===== src/smcp_pkg.sv =====
// Constants, register map and state codes of the smart card character link.
// Assumes a 20 MHz system clock; nothing else is assumed of the surroundings.
package smcp_pkg;

	// ---------------------------------------------------------------
	// Timing
	// ---------------------------------------------------------------
	localparam int unsigned SYS_CLK_HZ = 20000000;
	localparam int unsigned ETU_NS     = 93000;
	localparam int unsigned ETU_CYC    = ETU_NS / (1000000000 / SYS_CLK_HZ);
	localparam int unsigned T0_GUARDS  = 2;
	localparam int unsigned T1_GUARDS  = 1;
	localparam int unsigned RXQ_DEPTH  = 16;

	// ---------------------------------------------------------------
	// Register offsets
	// ---------------------------------------------------------------
	localparam int unsigned ADDR_W = 5;
	localparam logic [4:0] ADR_LINE_CTRL = 5'h00;
	localparam logic [4:0] ADR_ERR_CTRL  = 5'h04;
	localparam logic [4:0] ADR_INT_EN    = 5'h08;
	localparam logic [4:0] ADR_LINE_STAT = 5'h0C;
	localparam logic [4:0] ADR_RX_BUF    = 5'h10;
	localparam logic [4:0] ADR_TX_QUEUE  = 5'h14;
	localparam logic [4:0] ADR_FIFO_STAT = 5'h18;

	// ---------------------------------------------------------------
	// Field positions
	// ---------------------------------------------------------------
	localparam int unsigned LC_TX_SEL  = 0;
	localparam int unsigned LC_RX_SEL  = 1;
	localparam int unsigned LC_ORDER   = 2;
	localparam int unsigned LC_INVERSE = 3;
	localparam int unsigned LC_EPS     = 4;
	localparam int unsigned LC_RX_DMA  = 5;
	localparam int unsigned LC_TX_DMA  = 6;
	localparam int unsigned EC_RT_LSB  = 0;
	localparam int unsigned EC_PT_LSB  = 3;
	localparam int unsigned EC_SKIP    = 6;
	localparam int unsigned EC_REPEAT  = 7;
	localparam int unsigned LS_RETX    = 0;
	localparam int unsigned LS_PARITY_ERROR_FLAG    = 1;
	localparam int unsigned LS_OVR     = 2;
	localparam int unsigned LS_FRM     = 3;
	localparam int unsigned RB_PARITY_ERROR_FLAG    = 8;
	localparam int unsigned FS_PCNT    = 5;

	// ---------------------------------------------------------------
	// Reset values
	// ---------------------------------------------------------------
	localparam logic [6:0] LINE_CTRL_RST = 7'h00;
	localparam logic [5:0] ERR_CTRL_RST  = 6'h1B;
	localparam logic [3:0] INT_EN_RST    = 4'h0;

	// ---------------------------------------------------------------
	// Character engine states
	// ---------------------------------------------------------------
	typedef enum logic [5:0] {
		ST_IDLE = 6'h01,
		ST_TXB  = 6'h02,
		ST_TXG  = 6'h04,
		ST_RXB  = 6'h08,
		ST_RXG  = 6'h10,
		ST_HALT = 6'h20
	} smcp_state_e;

endpackage : smcp_pkg


===== src/smcp_rx_queue.sv =====
// Receive queue of characters with a per-entry parity flag in the top bit.
// Ignores a push when full and a pop when empty.
`timescale 1ns/100ps
module smcp_rx_queue #(
	parameter int unsigned W     = 9,
	parameter int unsigned DEPTH = smcp_pkg::RXQ_DEPTH,
	parameter int unsigned CW    = $clog2(DEPTH) + 1
) (
	input  wire logic          sys_clk_i,
	input  wire logic          arst_n_i,
	input  wire logic          push_i,
	input  wire logic [W-1:0]  data_i,
	input  wire logic          pop_i,
	output logic      [W-1:0]  data_o,
	output logic      [CW-1:0] count_o,
	output logic      [CW-1:0] parity_error_flag_count_o,
	output logic               full_o,
	output logic               empty_o
);

	localparam int unsigned AW = $clog2(DEPTH);

	generate
		if (DEPTH < 2 || (1 << AW) != DEPTH) begin : g_bad_depth
			$error("smcp_rx_queue: DEPTH must be a power of two");
		end
	endgenerate

	logic [W-1:0]  mem_r [DEPTH];
	logic [AW-1:0] wp_r;
	logic [AW-1:0] rp_r;
	logic [CW-1:0] cnt_r;
	logic [CW-1:0] pcnt_r;
	wire           do_push = push_i && !full_o;
	wire           do_pop  = pop_i && !empty_o;
	wire           in_pe   = do_push && data_i[W-1];
	wire           out_pe  = do_pop && mem_r[rp_r][W-1];

	assign data_o       = mem_r[rp_r];
	assign count_o      = cnt_r;
	assign parity_error_flag_count_o = pcnt_r;
	assign full_o       = cnt_r == CW'(DEPTH);
	assign empty_o      = cnt_r == '0;

	always_ff @(posedge sys_clk_i) begin
		if (do_push) begin
			mem_r[wp_r] <= data_i;
		end
	end

	always_ff @(posedge sys_clk_i or negedge arst_n_i) begin
		if (!arst_n_i) begin
			wp_r   <= '0;
			rp_r   <= '0;
			cnt_r  <= '0;
			pcnt_r <= '0;
		end else begin
			wp_r   <= wp_r + AW'(do_push);
			rp_r   <= rp_r + AW'(do_pop);
			cnt_r  <= cnt_r + CW'(do_push) - CW'(do_pop);
			pcnt_r <= pcnt_r + CW'(in_pe) - CW'(out_pe);
		end
	end

endmodule : smcp_rx_queue


===== src/smcp_char_link.sv =====
// Character engine of a smart card single-wire link with its registers.
// Assumes an open-drain I/O line with external pull-up, and a host on a
// plain register port that reads data one cycle after the read strobe.
//
// What this block does
// - Separate protocol select for transmit and receive
// - T0 transmit adds two guard moments
// - T1 adds one guard, never resends
// - Interrupt, polling or DMA request servicing
// - T0 receive flags parity or full queue
// - T0 transmit senses low, resends byte
// - Resend limit halts, sets flag, interrupts
// - Host skips or repeats; engine resumes
// - T1 never raises the resend error
// - T0 parity error signalled, byte dropped
// - Parity flag at trigger; always signal
// - Keep receiving and signalling after interrupt
// - T1 stores bad byte, flags, no signal
// - Count of flagged bytes is readable
// - Sixteen entries; seventeenth dropped, overrun
// - T0 overrun also signalled to card
// - Low in last guard sets framing
// - Start, eight data, parity, guard moments
// - Direct or inverse convention, two bits
//
// Design decisions made here: the plain strobed port and the placing of the registers.
`timescale 1ns/100ps
module smcp_char_link #(
	parameter logic [15:0] ETU_CYC = 16'(smcp_pkg::ETU_CYC)
) (
	input  wire logic                        sys_clk_i,
	input  wire logic                        arst_n_i,
	input  wire logic [smcp_pkg::ADDR_W-1:0] addr_i,
	input  wire logic [31:0]                 wdata_i,
	input  wire logic                        wr_i,
	input  wire logic                        rd_i,
	output logic      [31:0]                 rdata_o,
	input  wire logic                        io_i,
	output logic                             io_o,
	output logic                             io_oe_o,
	output logic                             irq_o,
	output logic                             rx_dma_req_o,
	output logic                             tx_dma_req_o
);

	generate
		if (ETU_CYC < 16'h0004 || ETU_CYC > 16'h7FFF) begin : g_bad_etu
			$error("smcp_char_link: ETU_CYC out of range");
		end
	endgenerate

	// ---------------------------------------------------------------
	// Line synchroniser
	// ---------------------------------------------------------------
	logic [2:0] sync_r;
	logic       line_r;
	logic       line_prev_r;

	always_ff @(posedge sys_clk_i or negedge arst_n_i) begin
		if (!arst_n_i) begin
			sync_r      <= 3'h7;
			line_r      <= 1'b1;
			line_prev_r <= 1'b1;
		end else begin
			sync_r      <= {sync_r[1:0], io_i};
			line_r      <= (sync_r[2] == sync_r[1]) ? sync_r[1] : line_r;
			line_prev_r <= line_r;
		end
	end

	// ---------------------------------------------------------------
	// Registers
	// ---------------------------------------------------------------
	logic [6:0] lc_r;
	logic [5:0] ec_r;
	logic [3:0] ie_r;
	logic [3:0] ls_r;
	logic [3:0] ls_nxt;
	logic [7:0] tx_data_r;
	logic       tx_full_r;
	logic [31:0] rdata_r;
	logic [8:0] q_head;
	logic [4:0] q_cnt;
	logic [4:0] q_pcnt;
	logic       q_full;
	logic       q_empty;

	wire tx_sel  = lc_r[smcp_pkg::LC_TX_SEL];
	wire rx_sel  = lc_r[smcp_pkg::LC_RX_SEL];
	wire ord_msb = lc_r[smcp_pkg::LC_ORDER];
	wire inv     = lc_r[smcp_pkg::LC_INVERSE];
	wire eps     = lc_r[smcp_pkg::LC_EPS];
	wire [2:0] rt_lvl = ec_r[smcp_pkg::EC_RT_LSB +: 3];
	wire [2:0] pt_lvl = ec_r[smcp_pkg::EC_PT_LSB +: 3];

	wire wr_lc = wr_i && addr_i == smcp_pkg::ADR_LINE_CTRL;
	wire wr_ec = wr_i && addr_i == smcp_pkg::ADR_ERR_CTRL;
	wire wr_ie = wr_i && addr_i == smcp_pkg::ADR_INT_EN;
	wire wr_ls = wr_i && addr_i == smcp_pkg::ADR_LINE_STAT;
	wire wr_tq = wr_i && addr_i == smcp_pkg::ADR_TX_QUEUE;
	wire rd_rb = rd_i && addr_i == smcp_pkg::ADR_RX_BUF;
	wire skip  = wr_ec && wdata_i[smcp_pkg::EC_SKIP];
	wire rept  = wr_ec && wdata_i[smcp_pkg::EC_REPEAT];
	wire [3:0] ls_clr = wr_ls ? wdata_i[3:0] : 4'h0;

	wire [31:0] rd_mux =
		(addr_i == smcp_pkg::ADR_LINE_CTRL) ? {25'h0, lc_r} :
		(addr_i == smcp_pkg::ADR_ERR_CTRL)  ? {26'h0, ec_r} :
		(addr_i == smcp_pkg::ADR_INT_EN)    ? {28'h0, ie_r} :
		(addr_i == smcp_pkg::ADR_LINE_STAT) ?
			{26'h0, tx_full_r, !q_empty, ls_r} :
		(addr_i == smcp_pkg::ADR_RX_BUF)    ? {23'h0, q_head} :
		(addr_i == smcp_pkg::ADR_FIFO_STAT) ? {22'h0, q_pcnt, q_cnt} :
		32'h0;

	assign rdata_o      = rdata_r;
	assign irq_o        = |(ls_r & ie_r);
	assign rx_dma_req_o = lc_r[smcp_pkg::LC_RX_DMA] && !q_empty;
	assign tx_dma_req_o = lc_r[smcp_pkg::LC_TX_DMA] && !tx_full_r;
	assign io_o         = 1'b0;

	// ---------------------------------------------------------------
	// Character engine
	// ---------------------------------------------------------------
	smcp_pkg::smcp_state_e st_r;
	smcp_pkg::smcp_state_e st_nxt;
	logic [15:0] cnt_r;
	logic [3:0]  bit_r;
	logic [9:0]  tx_frm_r;
	logic [8:0]  rx_sh_r;
	logic        nak_r;
	logic        sig_r;
	logic [2:0]  resend_r;
	logic [2:0]  prep_r;

	wire [15:0] half = {1'b0, ETU_CYC[15:1]};
	wire [15:0] etu2 = {ETU_CYC[14:0], 1'b0};
	wire etu_end = cnt_r == ETU_CYC - 16'h0001;
	wire half_pt = cnt_r == half - 16'h0001;
	wire [15:0] tx_glim = (tx_sel ? ETU_CYC : etu2) - 16'h0001;
	wire [15:0] rx_glim = (rx_sel ? ETU_CYC : etu2) - 16'h0001;
	wire st_idle = st_r == smcp_pkg::ST_IDLE;
	wire st_txb  = st_r == smcp_pkg::ST_TXB;
	wire st_txg  = st_r == smcp_pkg::ST_TXG;
	wire st_rxb  = st_r == smcp_pkg::ST_RXB;
	wire st_rxg  = st_r == smcp_pkg::ST_RXG;
	wire st_halt = st_r == smcp_pkg::ST_HALT;

	wire fall   = line_prev_r && !line_r;
	wire go_rx  = st_idle && fall;
	wire go_tx  = st_idle && tx_full_r && !fall;
	wire resume = st_halt && (skip || rept);
	wire tx_be  = st_txb && etu_end;
	wire tx_lst = tx_be && bit_r == 4'h9;
	wire nak_sm = st_txg && !tx_sel && !line_r
		&& cnt_r == ETU_CYC + half - 16'h0001;
	wire tx_ge  = st_txg && cnt_r == tx_glim;
	wire rx_smp = st_rxb && ((bit_r == 4'h0) ? half_pt : etu_end);
	wire rx_abt = rx_smp && bit_r == 4'h0 && line_r;
	wire rx_lst = rx_smp && bit_r == 4'h9;
	wire rx_ge  = st_rxg && cnt_r == rx_glim;
	wire frm_ev = rx_ge && !line_r;
	wire [3:0] rsn_inc = {1'b0, resend_r} + 4'h1;
	wire [3:0] prp_inc = {1'b0, prep_r} + 4'h1;
	wire retx_ev = tx_ge && nak_r && rsn_inc >= {1'b0, rt_lvl};
	wire cnt_clr = go_rx || go_tx || resume || tx_be || tx_ge
		|| rx_smp || rx_ge;

	// Convention decode and encode, one bit position per loop pass.
	wire [8:0] rx_raw = {line_r, rx_sh_r[8:1]};
	wire [7:0] rx_dec;
	wire [7:0] tx_enc;
	genvar gi;
	generate
		for (gi = 0; gi < 8; gi++) begin : g_conv
			assign rx_dec[gi] = (ord_msb ? rx_raw[7-gi] : rx_raw[gi]) ^ inv;
			assign tx_enc[gi] = (ord_msb ? tx_data_r[7-gi] : tx_data_r[gi])
				^ inv;
		end
	endgenerate
	wire rx_par  = rx_raw[8] ^ inv;
	wire rx_parity_error_flag = (^rx_dec ^ rx_par) == eps;
	wire tx_par  = (^tx_data_r ^ !eps) ^ inv;

	wire sig_set = !rx_sel && (rx_parity_error_flag || q_full);
	wire push    = rx_lst && !q_full && (rx_sel || !rx_parity_error_flag);
	wire ovr_ev  = rx_lst && q_full;
	wire parity_error_flag_ev = rx_lst && rx_parity_error_flag
		&& (rx_sel || prp_inc >= {1'b0, pt_lvl});
	wire sig_oe  = st_rxg && sig_r && cnt_r >= half
		&& cnt_r < half + ETU_CYC;
	wire pop     = rd_rb && !q_empty;

	assign io_oe_o = (st_txb && !tx_frm_r[bit_r]) || sig_oe;

	always_comb begin
		st_nxt = st_r;
		case (st_r)
			smcp_pkg::ST_IDLE: begin
				if (go_rx) begin
					st_nxt = smcp_pkg::ST_RXB;
				end else if (go_tx) begin
					st_nxt = smcp_pkg::ST_TXB;
				end
			end
			smcp_pkg::ST_TXB: begin
				if (tx_lst) begin
					st_nxt = smcp_pkg::ST_TXG;
				end
			end
			smcp_pkg::ST_TXG: begin
				if (tx_ge) begin
					st_nxt = !nak_r ? smcp_pkg::ST_IDLE :
						retx_ev ? smcp_pkg::ST_HALT : smcp_pkg::ST_TXB;
				end
			end
			smcp_pkg::ST_RXB: begin
				if (rx_abt) begin
					st_nxt = smcp_pkg::ST_IDLE;
				end else if (rx_lst) begin
					st_nxt = smcp_pkg::ST_RXG;
				end
			end
			smcp_pkg::ST_RXG: begin
				if (rx_ge) begin
					st_nxt = smcp_pkg::ST_IDLE;
				end
			end
			smcp_pkg::ST_HALT: begin
				if (skip) begin
					st_nxt = smcp_pkg::ST_IDLE;
				end else if (rept) begin
					st_nxt = smcp_pkg::ST_TXB;
				end
			end
			default: st_nxt = smcp_pkg::ST_IDLE;
		endcase
	end

	// Hardware set wins over a software clear in the same cycle.
	assign ls_nxt = (ls_r & ~ls_clr)
		| {frm_ev, ovr_ev, parity_error_flag_ev, retx_ev};

	always_ff @(posedge sys_clk_i or negedge arst_n_i) begin
		if (!arst_n_i) begin
			lc_r    <= smcp_pkg::LINE_CTRL_RST;
			ec_r    <= smcp_pkg::ERR_CTRL_RST;
			ie_r    <= smcp_pkg::INT_EN_RST;
			ls_r    <= 4'h0;
			rdata_r <= 32'h0;
		end else begin
			lc_r    <= wr_lc ? wdata_i[6:0] : lc_r;
			ec_r    <= wr_ec ? wdata_i[5:0] : ec_r;
			ie_r    <= wr_ie ? wdata_i[3:0] : ie_r;
			ls_r    <= ls_nxt;
			rdata_r <= rd_i ? rd_mux : 32'h0;
		end
	end

	always_ff @(posedge sys_clk_i or negedge arst_n_i) begin
		if (!arst_n_i) begin
			tx_data_r <= 8'h00;
			tx_full_r <= 1'b0;
		end else begin
			tx_data_r <= (wr_tq && !tx_full_r) ? wdata_i[7:0] : tx_data_r;
			tx_full_r <= (wr_tq && !tx_full_r)
				|| (tx_full_r && !(tx_ge && !nak_r) && !(st_halt && skip));
		end
	end

	always_ff @(posedge sys_clk_i or negedge arst_n_i) begin
		if (!arst_n_i) begin
			st_r     <= smcp_pkg::ST_IDLE;
			cnt_r    <= 16'h0000;
			bit_r    <= 4'h0;
			tx_frm_r <= 10'h3FF;
			rx_sh_r  <= 9'h000;
			nak_r    <= 1'b0;
			sig_r    <= 1'b0;
			resend_r <= 3'h0;
			prep_r   <= 3'h0;
		end else begin
			st_r  <= st_nxt;
			cnt_r <= cnt_clr ? 16'h0000 : cnt_r + 16'h0001;
			bit_r <= (go_rx || go_tx || resume || tx_lst || rx_lst) ? 4'h0 :
				(tx_be || rx_smp) ? bit_r + 4'h1 : bit_r;
			tx_frm_r <= go_tx ? {tx_par, tx_enc, 1'b0} : tx_frm_r;
			rx_sh_r  <= rx_smp ? rx_raw : rx_sh_r;
			nak_r    <= st_txb ? 1'b0 : (nak_r || nak_sm);
			sig_r    <= rx_lst ? sig_set : sig_r;
			if (tx_ge && !nak_r || resume) begin
				resend_r <= 3'h0;
			end else if (tx_ge && nak_r && !retx_ev) begin
				resend_r <= rsn_inc[2:0];
			end
			if (rx_lst && !rx_sel && rx_parity_error_flag) begin
				prep_r <= (prp_inc >= {1'b0, pt_lvl}) ? 3'h0 : prp_inc[2:0];
			end else if (rx_lst && !q_full) begin
				prep_r <= 3'h0;
			end
		end
	end

	smcp_rx_queue #(
		.W     (9),
		.DEPTH (smcp_pkg::RXQ_DEPTH)
	) u_rxq (
		.sys_clk_i    (sys_clk_i),
		.arst_n_i     (arst_n_i),
		.push_i       (push),
		.data_i       ({rx_parity_error_flag, rx_dec}),
		.pop_i        (pop),
		.data_o       (q_head),
		.count_o      (q_cnt),
		.parity_error_flag_count_o (q_pcnt),
		.full_o       (q_full),
		.empty_o      (q_empty)
	);

	// ---------------------------------------------------------------
	// Assertions
	// ---------------------------------------------------------------
	logic [15:0] sig_len_r;
	always_ff @(posedge sys_clk_i or negedge arst_n_i) begin
		if (!arst_n_i) begin
			sig_len_r <= 16'h0000;
		end else begin
			sig_len_r <= sig_oe ? sig_len_r + 16'h0001 : 16'h0000;
		end
	end
endmodule : smcp_char_link


===== config.mk =====
export PLATFORM = sky130hd
export DESIGN_NAME = smcp_char_link
export DESIGN_NICKNAME = d
export VERILOG_FILES = /design/src/smcp_pkg.sv /design/src/smcp_rx_queue.sv /design/src/smcp_char_link.sv
export SDC_FILE = /design/constraint.sdc
export NUM_CORES = 1
export LEC_CHECK = 0
export BUFFER_PORTS_ARGS = -buffer_cell sky130_fd_sc_hd__buf_2
export CELL_PAD_IN_SITES_DETAIL_PLACEMENT = 0
export CELL_PAD_IN_SITES_GLOBAL_PLACEMENT = 1
export CORE_ASPECT_RATIO = 1.25
export CORE_UTILIZATION = 50
export CTS_CLUSTER_SIZE = 14
export DETAILED_ROUTE_END_ITERATION = 12
export GPL_TIMING_DRIVEN = 0
export PLACE_DENSITY = 0.77
export SLEW_MARGIN = 20
export SYNTH_ARGS = -nofsm -noshare
export SYNTH_HDL_FRONTEND = slang
export SYNTH_HIERARCHICAL = 1
export SYNTH_SLANG_ARGS = --single-unit

===== constraint.sdc =====
create_clock -name sys_clk_i -period 8.7 [get_ports sys_clk_i]
set_input_delay 0.87 -clock sys_clk_i [delete_from_list [all_inputs] [get_ports sys_clk_i]]
set_output_delay 0.87 -clock sys_clk_i [all_outputs]
set_load 0.03 [all_outputs]

**Word level (Yosys, flattened, before mapping)**

Memory sizes are Yosys's and may differ from the RTL's.
Index checks and enable logic that the tools add are counted.
W data, S select, Z words.

- Reduce and logical (&&, ||, !) cells: 93
- Equality and inequality tests: 27
- Bitwise operators: 24
- Add/sub/neg operators: 12
- Multiplexer cells: 52
- Order comparisons: 5

Operator list:

| operator | count |
|---|---|
| $mux W10 | 7 |
| $mux W6 | 11 |
| $logic_and A1 B1 Y1 | 52 |
| $pmux W6 S6 | 1 |
| $eq A16 B16 Y1 | 2 |
| $sub A12 B1 Y13 const B | 2 |
| $mux W12 | 2 |
| $mux W1 | 21 |
| $eq A5 B5 Y1 const B | 4 |
| $xor A1 B1 Y1 | 20 |
| $logic_or A1 B1 Y1 | 17 |
| $add A16 B1 Y16 const B | 1 |
| $eq A16 B10 Y1 const B | 1 |
| $eq A16 B11 Y1 const B | 1 |
| $eq A16 B12 Y1 const B | 1 |
| $ge A16 B10 Y1 const B | 1 |
| $lt A16 B12 Y1 const B | 1 |
| $mux W16 | 1 |
| $reduce_xor A8 Y1 | 2 |
| $mux W3 | 5 |
| $logic_not A1 Y1 | 14 |
| $mux W4 | 3 |
| $add A5 B1 Y5 | 2 |
| $eq A5 B4 Y1 const B | 2 |
| other kinds (27) | 39 |

- Output and inout port bits: 37
- Logic and storage cells: 237
- Input port bits: 42
- Bits in writable memories: 144
- Register bits: 116
- Memories kept: 1

Memory list:

| name | words | bits a word | read ports | clocked after Yosys merged registers in | write ports | line | text |
|---|---|---|---|---|---|---|---|
| u_rxq.mem_r | 16 | 9 | 1 | 0 | 1 | smcp_rx_queue.sv:29 | `logic [W-1:0] mem_r [DEPTH];` |

**Depth between registers and ports, before layout**

Gate-level depths: netlist (run 1).

- Word-level depth: 12
- Gate-level depth with buffers: 20
- Gate-level depth less buffers: 18

**Hierarchy**

The synthesis (run 1) kept the hierarchy.

Modules (own cells, without submodules):

| module | times used | area each (µm²) | sequential area each (µm²) | cells an instance |
|---|---|---|---|---|
| smcp_rx_queue | 1 | 6566.3 | 4774.6 | 361 |
| smcp_char_link | 1 | 5930.7 | 2452.4 | 624 |

**Worst setup path after synthesis (run 1)**

Ideal clock, no wire load.

- Path type: reg2reg
- From: register lc_r[3]
- To: register u_rxq.pcnt_r[4], in the netlist u_rxq/parity_error_flag_count_o[4]
- Setup time: 0.125 ns
- Arrival: 3.789 ns
- Stages on the path, launching flop included: 19
- Slack: 4.786 ns
- Clock period less this slack: 3.914 ns
- Path buffers: 1
- Required time: 8.575 ns
- Path through: dfrtp_1 > buf_2 > xnor2_1 > xnor3_1 > xnor2_1 > nor2_1 > nor4_1 > nand2b_1 > inv_2 > nand2_1 > ha_1 > inv_1 > ha_1 > inv_1 > fa_1 > inv_1 > a21o_1 > a21oi_1 > xnor2_1

- Cells in the longest elaborated chain, start to end: 11
- Elaborated cells between the ends (all ways): 19
- Classes of those cells: add/sub: 2; eq/ne: 1; bitwise: 10; reduce/logical: 6

Ends and longest elaborated chain:

| item | line | text |
|---|---|---|
| from (decl) | smcp_char_link.sv:74 | `logic [6:0] lc_r;` |
| from (signal assigned) | smcp_char_link.sv:246 | `lc_r <= smcp_pkg::LINE_CTRL_RST;` |
| from (signal assigned) | smcp_char_link.sv:252 | `lc_r <= wr_lc ? wdata_i[6:0] : lc_r;` |
| $xor A1 B1 Y1 | smcp_char_link.sv:176 | `assign rx_dec[gi] = (ord_msb ? rx_raw[7-gi] : rx_raw[gi]) ^ inv;` |
| net rx_dec[0] | smcp_char_link.sv:171 | `wire [7:0] rx_dec;` |
| $reduce_xor A8 Y1 | smcp_char_link.sv:182 | `wire rx_parity_error_flag = (^rx_dec ^ rx_par) == eps;` |
| $xor A1 B1 Y1 | smcp_char_link.sv:182 |  |
| $eq A1 B1 Y1 | smcp_char_link.sv:182 |  |
| $logic_not A1 Y1 | smcp_char_link.sv:186 | `wire push = rx_lst && !q_full && (rx_sel \|\| !rx_parity_error_flag);` |
| $logic_or A1 B1 Y1 | smcp_char_link.sv:186 |  |
| $logic_and A1 B1 Y1 | smcp_char_link.sv:186 |  |
| net push | smcp_char_link.sv:186 |  |
| $logic_and A1 B1 Y1 | smcp_rx_queue.sv:34 | `wire do_push = push_i && !full_o;` |
| $logic_and A1 B1 Y1 | smcp_rx_queue.sv:36 | `wire in_pe = do_push && data_i[W-1];` |
| $add A5 B1 Y5 | smcp_rx_queue.sv:61 | `pcnt_r <= pcnt_r + CW'(in_pe) - CW'(out_pe);` |
| $sub A5 B1 Y5 | smcp_rx_queue.sv:61 |  |
| to (signal assigned) | smcp_rx_queue.sv:61 |  |
| to (decl) | smcp_rx_queue.sv:33 | `logic [CW-1:0] pcnt_r;` |

The timed path passes the listed nets, and every way through them passes these cells.
A chain may end at the register's enable or synchronous reset.

**Worst setup path after layout (run 1)**

Ends and elaborated chain as after synthesis.

==> summary.md, run 1 <==
| Metric | Value |
|---|---|
| Status | `finished clean` |
| Largest stage delay, worst path | `0.70 ns` |
| Peak supply drop | `0.164 mV` |
| CTS Buffer Depth | `3` |
| DIE WIDTH | `143 um` |
| Worst setup margin | `3.93 ns` |
| Library cells used by synthesis | `80` |
| Dpl hpwl | `20.0 mm` |
| Mapped Area | `12500 um^2` |
| Post-CTS setup buffers | `0` |
| Vias per Instance | `5.47` |
| Uppermost layer routed | `met4` |
| Pleak | `5.75 nW` |
| CTS resizes | `0` |
| Synth Flop Type | `edfxtp_1` |
| Gate Count Post-Synth | `985` |
| Total global routing overflow | `0` |
| Initial DRC Count | `356` |
| Post-cts hold buffer count | `0` |
| Placed Cells | `1372` |
| CTS Buf Count | `26` |
| Finished Core Util | `0.578` |
| Synthesized-area fraction occupied by and/or/nand/nor cells | `0.114` |
| DR DRC count | `0` |
| CP Data Required Time | `9.11 ns` |
| Max Freq | `0.210 GHz` |
| Yosys reg bits | `259` |
| Share of layout cells above drive strength 1 | `0.186` |
| Reg clk slew, reported paths | `0.06 ns` |
| CTS tree | `yes` |
| Pwr Density | `254 nW/um^2` |
| Xor-xnor portion of the synthesized cell area | `0.0474` |
| IO Count | `79` |
| CP cell instances | `buf_2 -> xnor2_2 -> xnor3_1 -> xnor2_1 -> nor2_1 -> nor4_1 -> nand2b_1 -> inv_2 -> nand2_1 -> ha_1 -> inv_1 -> ha_1 -> inv_1 -> fa_1 -> inv_1 -> a21o_1 -> a21oi_1 -> xnor2_1` |
| Worst-Skew Late Latency | `0.53 ns` |
| Crit path launch | `lc_r[3]$_DFFE_PN0P_` |
| Synth-to-layout area growth | `13.4%` |
| Number of global-route vias before repair | `7863` |
| Post-route ant nets | `0` |
| RR Startpoint | `lc_r[3]$_DFFE_PN0P_` |
| Rel. slew slack | `0.279` |
| Clk root buf | `clkbuf_16` |
| Top-area cell type share of the netlist area | `0.346` |
| Final setup viols | `0` |
| Worst path most repeated cell | `inv_1` |
| Reg2Reg Setup Slack | `3.93 ns` |
| Pre-CTS WS | `3.97 ns` |
| Syn Area/Cell | `12.7 um^2` |
| Clock sink count | `259` |
| RR Endpoint | `u_rxq/parity_error_flag_count_o[4]$_DFF_PN0_` |
| Slowest-stage cell, CP | `xnor2_1` |
| Register area share after synthesis | `0.578` |
| Synthesis Warnings | `6` |
| Average wire per cell in the routed design | `19.7 um` |
| Core ar. | `24500 um^2` |
| WL met2 | `14.7 mm` |
| Crit path to | `u_rxq/parity_error_flag_count_o[4]$_DFF_PN0_` |
| Buffers on Ports | `30` |
| Critical path startpoint category | `flop` |
| Tightest Hold Check Type | `input port to async pin` |
| Mux contribution to synthesized area | `0.107` |
| CP Capture Type | `flop` |
| Detailed Route WL | `28.0 mm` |
| Worst-path fanout max | `17` |
| N_diodes | `0` |
| Main combinational cell family by area after synthesis | `simple AND/OR/NAND/NOR gates` |
| Fin crit share | `0.548` |
| Placer Congestion | `0.832` |
| Critical path class | `flop to flop` |
| Post-synth EDFFs | `144` |
| 1st-pass router iterations | `5` |
| Worst Reg2Reg Path Length in Cells | `18` |
| Die height | `179 um` |
| Minimum clock period | `4.77 ns` |
| RSZ-0062 raised after global routing | `false` |
| Metal3 WL | `1.03 mm` |
| Cell taking the most area after synthesis | `edfxtp_1` |
| Min Hold Slack | `0.265 ns` |
| Largest cells by area after synthesis | `edfxtp_1, dfrtp_1, mux2i_1` |
| FP Rows | `64` |
| Worst slew pin tran | `1.08 ns` |
| Wire length on met1 | `11.3 mm` |
| Final Max Slew Viols | `0` |
| Global-route usage over all layers | `0.226` |
| Synth Area in Compound Gates | `0.0770` |
| Area share of fa/ha/maj cells after synthesis | `0.0330` |
| CTS HTree Levels | `1` |
| Max-cap violations | `0` |
| Synth async-reset ratio | `0.444` |
| Vias | `7763` |
| Post-route setup TNS | `0 ns` |
| Non-Filler Instances | `1420` |
| Initial Util | `0.510` |
| Final hold vios | `0` |
| CP Data Arrival Time | `5.17 ns` |
| Antenna violations before repair | `0` |
| Largest net degree at the start of global routing | `72` |
| Nets@finish | `1143` |
| First-pass GRT wire length | `43.1 mm` |
| Die area | `25600 um^2` |
| Worst Skew | `0.0157 ns` |
worst min path at each step:
stage                     cells after the start                      to  slack (ns)
after global placement                        0     sync_r[1]$_DFF_PN1_        0.35
after floorplan                               0     sync_r[1]$_DFF_PN1_        0.35
after detailed placement                      0     sync_r[1]$_DFF_PN1_        0.35
after global routing                          1  rx_sh_r[8]$_DFFE_PN0P_        0.29
after CTS                                     1  rx_sh_r[8]$_DFFE_PN0P_        0.26
final                                         1  rx_sh_r[8]$_DFFE_PN0P_        0.27
registers in the layout (all words and copies together), names as in the netlist, 3 cells and up:
register and cells:
rx_sh_r 8, tx_frm_r 10, ls_r 4, bit_r 4, st_r 6, rdata_o 10, ie_r 4, lc_r 7
u_rxq/wp_r 4, prep_r 3, u_rxq/mem_r 144, sync_r 3, resend_r 3, u_rxq/count_o 5, u_rxq/parity_error_flag_count_o 5, u_rxq/rp_r 4
tx_data_r 8, ec_r 6, cnt_r 16
stage by stage:
stage               total power [mW]  area (um^2)
global route                    3.77        14200
detailed placement              2.49        13300
floorplan                       2.24        12600
global placement                2.47        13100
finish                          3.60        14200
CTS                             3.63        14100
cell type report:
class | count | area (um^2)
Buffer | 65 | 389
Clock buffer | 37 | 702
Clock inverter | 11 | 165
Fill cell | 2036 | 10300
Inverter | 41 | 154
Multi-Input combinational cell | 642 | 4910
Sequential cell | 259 | 7230
Tap cell | 330 | 413
Timing Repair Buffer | 35 | 214
synthesized netlist by cell type, types with 8 or more instances:
| cell type | instances |
|---|---|
| and2_1 | 9 |
| nand3_1 | 15 |
| dfstp_2 | 20 |
| buf_4 | 24 |
| a21oi_1 | 28 |
| a22oi_1 | 13 |
| xnor2_1 | 37 |
| nand2_1 | 90 |
| ha_1 | 29 |
| xor2_1 | 28 |
| edfxtp_1 | 144 |
| inv_1 | 40 |
| dfrtp_1 | 95 |
| nand3b_1 | 8 |
| a221oi_1 | 18 |
| nor4_1 | 11 |
| buf_2 | 8 |
| nor2_1 | 61 |
| nor2b_1 | 9 |
| nor3_1 | 12 |
| mux2_2 | 21 |
| clkbuf_1 | 24 |
| nand2b_1 | 11 |
| mux2i_1 | 60 |
| o21ai_0 | 37 |
| mux4_2 | 22 |
logic make-up (layout without fill, tap and decap cells):
group,count (synthesis),after routing
other cells,1,23
simple gates,275,275
fa+ha+maj,32,32
mux,103,103
xor+xnor,66,66
buf+inv,106,189
compound gates,143,143
flops,259,259
power by group:
group          internal, mW  switching, mW
Clock                 0.680          0.457
Sequential             1.46         0.0969
Combinational         0.396          0.514
cells in the final DEF (no fill, tap or decap), drive strengths merged, types with 29 or more instances in the layout:
cell type  instances
buf               76
inv               41
xnor2             37
clkbuf            61
edfxtp           144
mux2i             60
nand2             90
ha                29
dfrtp             95
nor2              61
o21ai             37
critical path: cells and delay by family (launching register included):
kind                     cells  cell delay, ns
adder cells (fa/ha/maj)      3            0.86
buffers and inverters        5            0.54
XOR/XNOR                     4            2.04
flip-flops                   1            0.35
AO/OA/AOI/OAI                2            0.17
AND/OR/NAND/NOR              4            0.68
layer usage:
| metal | vias to the layer above | track usage |
|---|---|---|
| met5 | - | 0 |
| met3 | 59 | 0.0278 |
| met4 | 0 | 0.0957 |
| met1 | 3805 | 0.266 |
| met2 | 169 | 0.412 |
| li1 | 3730 | - |
No activity file was read; power rests on OpenSTA's default activity.
==> run 2, diff against run 1 <==
- clock period: 8.7 -> 4.8 ns (I/O delays scaled with it)
==> summary.md, run 2 (synthesis results as in run 1) <==
| Metric | Value |
|---|---|
| Largest regs | `u_rxq/mem_r x144, cnt_r x16` |
| Worst-path fanout max | `10 (-7)` |
| Final setup viols | `0 (unchanged)` |
| Hold Path Depth | `1` |
| Die area | `25600 um^2 (unchanged)` |
| Max-cap violations | `0 (unchanged)` |
| Placer Congestion | `0.832 (unchanged)` |
| Clock sink count | `259 (unchanged)` |
| Dpl hpwl | `20.0 mm (unchanged)` |
| Finished Core Util | `0.580 (+0.00168)` |
| Clk root buf | `clkbuf_16` |
| N_diodes | `0 (unchanged)` |
| Total global routing overflow | `0 (unchanged)` |
| Global-route usage over all layers | `0.226 (unchanged)` |
| Pwr Density | `460 nW/um^2 (+81%)` |
| Vias per Instance | `5.47 (about the same)` |
| Worst Reg2Reg Path Length in Cells | `19 (+1)` |
| CTS Buffer Depth | `3 (unchanged)` |
| Status | `finished clean` |
| Share of layout cells above drive strength 1 | `0.189 (+0.00258)` |
| CP Capture Type | `flop` |
| IO Count | `79 (unchanged)` |
| Min Hold Slack | `0.0403 ns (-0.225 ns)` |
| Worst slew pin tran | `1.08 ns (+0.00340 ns)` |
| CP Data Required Time | `5.21 ns (-3.90 ns)` |
| Final Max Slew Viols | `0 (unchanged)` |
| Rel. slew slack | `0.277 (-0.00227)` |
| First-pass GRT wire length | `43.1 mm (about the same)` |
| Number of global-route vias before repair | `7869 (+0.076%)` |
| CTS tree | `yes` |
| Pleak | `5.76 nW (+0.20%)` |
| Max Freq | `0.229 GHz (+9.1%)` |
| CP Data Arrival Time | `4.78 ns (-0.39 ns)` |
| Largest Register | `u_rxq/mem_r` |
| Reg clk slew, reported paths | `0.06 ns (about the same)` |
| 1st-pass router iterations | `4 (-1)` |
| RSZ-0062 raised after global routing | `false` |
| Detailed Route WL | `28.0 mm (about the same)` |
| Buffers on Ports | `30 (unchanged)` |
| Synth-to-layout area growth | `13.7%` |
| Most frequent cells in the layout | `edfxtp_1, dfrtp_1, nand2_1` |
| Initial Util | `0.510 (unchanged)` |
| Antenna violations before repair | `0 (unchanged)` |
| Critical path class | `flop to flop` |
| Post-route ant nets | `0 (unchanged)` |
| Post-CTS setup buffers | `0 (unchanged)` |
| CTS Buf Count | `26 (unchanged)` |
| Vias | `7766 (+0.039%)` |
| FP Rows | `64 (unchanged)` |
| Peak supply drop | `0.298 mV (+81%)` |
| Core ar. | `24500 um^2 (unchanged)` |
| Worst Skew | `0.0153 ns (-0.000408 ns)` |
| Tightest Hold Check Type | `input port to flop` |
| DIE WIDTH | `143 um (unchanged)` |
| Largest net degree at the start of global routing | `72 (unchanged)` |
| Critical path startpoint category | `flop` |
| Minimum clock period | `4.37 ns (-0.398 ns)` |
| Fin crit share | `0.911 (+0.362)` |
| Final hold vios | `0 (unchanged)` |
| CTS HTree Levels | `1 (unchanged)` |
| Worst-Skew Late Latency | `0.53 ns (about the same)` |
| Average wire per cell in the routed design | `19.7 um (-0.15%)` |
| Most common cell after layout, fill and taps aside | `edfxtp_1` |
| Max reg flops | `144 (unchanged)` |
| Die height | `179 um (unchanged)` |
| Initial DRC Count | `378 (+6.2%)` |
| DR DRC count | `0 (unchanged)` |
| Nets@finish | `1144 (+0.087%)` |
[run 2: routing by layer]
| metal | vias up | routed length (um) | GRT usage |
|---|---|---|---|
| li1 | 3729 | - | - |
| met1 | 3813 | 11300 | 0.266 |
| met2 | 165 | 14600 | 0.412 |
| met3 | 59 | 1060 | 0.0278 |
| met4 | 0 | 1040 | 0.0957 |
| met5 | - | 0 | 0 |
[run 2: power breakdown]
group | switching, mW | leakage [nW] | internal, mW | total, mW
clock network | 0.829 | 0.415 | 1.23 | 2.06
registers | 0.176 | 2.77 | 2.64 | 2.81
logic | 0.935 | 2.58 | 0.722 | 1.66
total | 1.94 | 5.76 | 4.59 | 6.53
[run 2: worst paths after layout]
path	to	slack (ns)	startpoint
min in group asynchronous	rx_sh_r[8]$_DFFE_PN0P_	0.45	arst_n_i
worst min-delay path	sync_r[0]$_DFF_PN1_	0.04	io_i
worst max-delay path	u_rxq/parity_error_flag_count_o[4]$_DFF_PN0_	0.43	cnt_r[2]$_DFF_PN0_
max in group asynchronous	ec_r[1]$_DFFE_PN1N_	3.60	arst_n_i
worst min register to register	sync_r[1]$_DFF_PN1_	0.36	sync_r[0]$_DFF_PN1_
worst max register to register	u_rxq/parity_error_flag_count_o[4]$_DFF_PN0_	0.43	cnt_r[2]$_DFF_PN0_
[run 2: area by class of cell]
type                       instances  area, um^2
buffer                            65         389
clock buffer                      37         702
clock inverter                    11         165
fill                            2036       10300
inverter                          41         154
multi-input combinational        642        4940
sequential                       259        7230
tap                              330         413
timing repair buffer              36         224
[run 2: critical path: stages (launching register included)]
cell and delay, ns:
dfrtp_1 0.35, buf_2 0.17, or3b_2 0.47, clkbuf_1 0.19
nor4_2 0.39, a32oi_1 0.25, clkbuf_1 0.32, nor4_2 0.35
nand2b_1 0.19, inv_2 0.14, nand2_1 0.09, ha_1 0.30
inv_1 0.05, ha_1 0.16, inv_1 0.06, fa_1 0.40
inv_1 0.07, a21o_1 0.10, a21oi_1 0.07, xnor2_1 0.13
[run 2: through the flow]
stage	instance area (um^2)	total power [mW]	setup TNS (ns)	setup slack (ns)	cells
floorplan	12600	4.05	0	0.886	1007
global placement	13100	4.47	-43.12	-0.923	1367
detailed placement	13300	4.51	0	0.0673	1372
CTS	14200	6.58	0	0.0452	1421
global route	14200	6.85	0	0.0934	1421
finish	14200	6.53	0	0.429	1421
[run 2: repair_timing]
item                                   in CTS  in global routing
setup endpoints to repair                   0                 84
endpoints found under the hold margin      35                  0
hold buffers                                1                  0
resized for setup                           0                  4
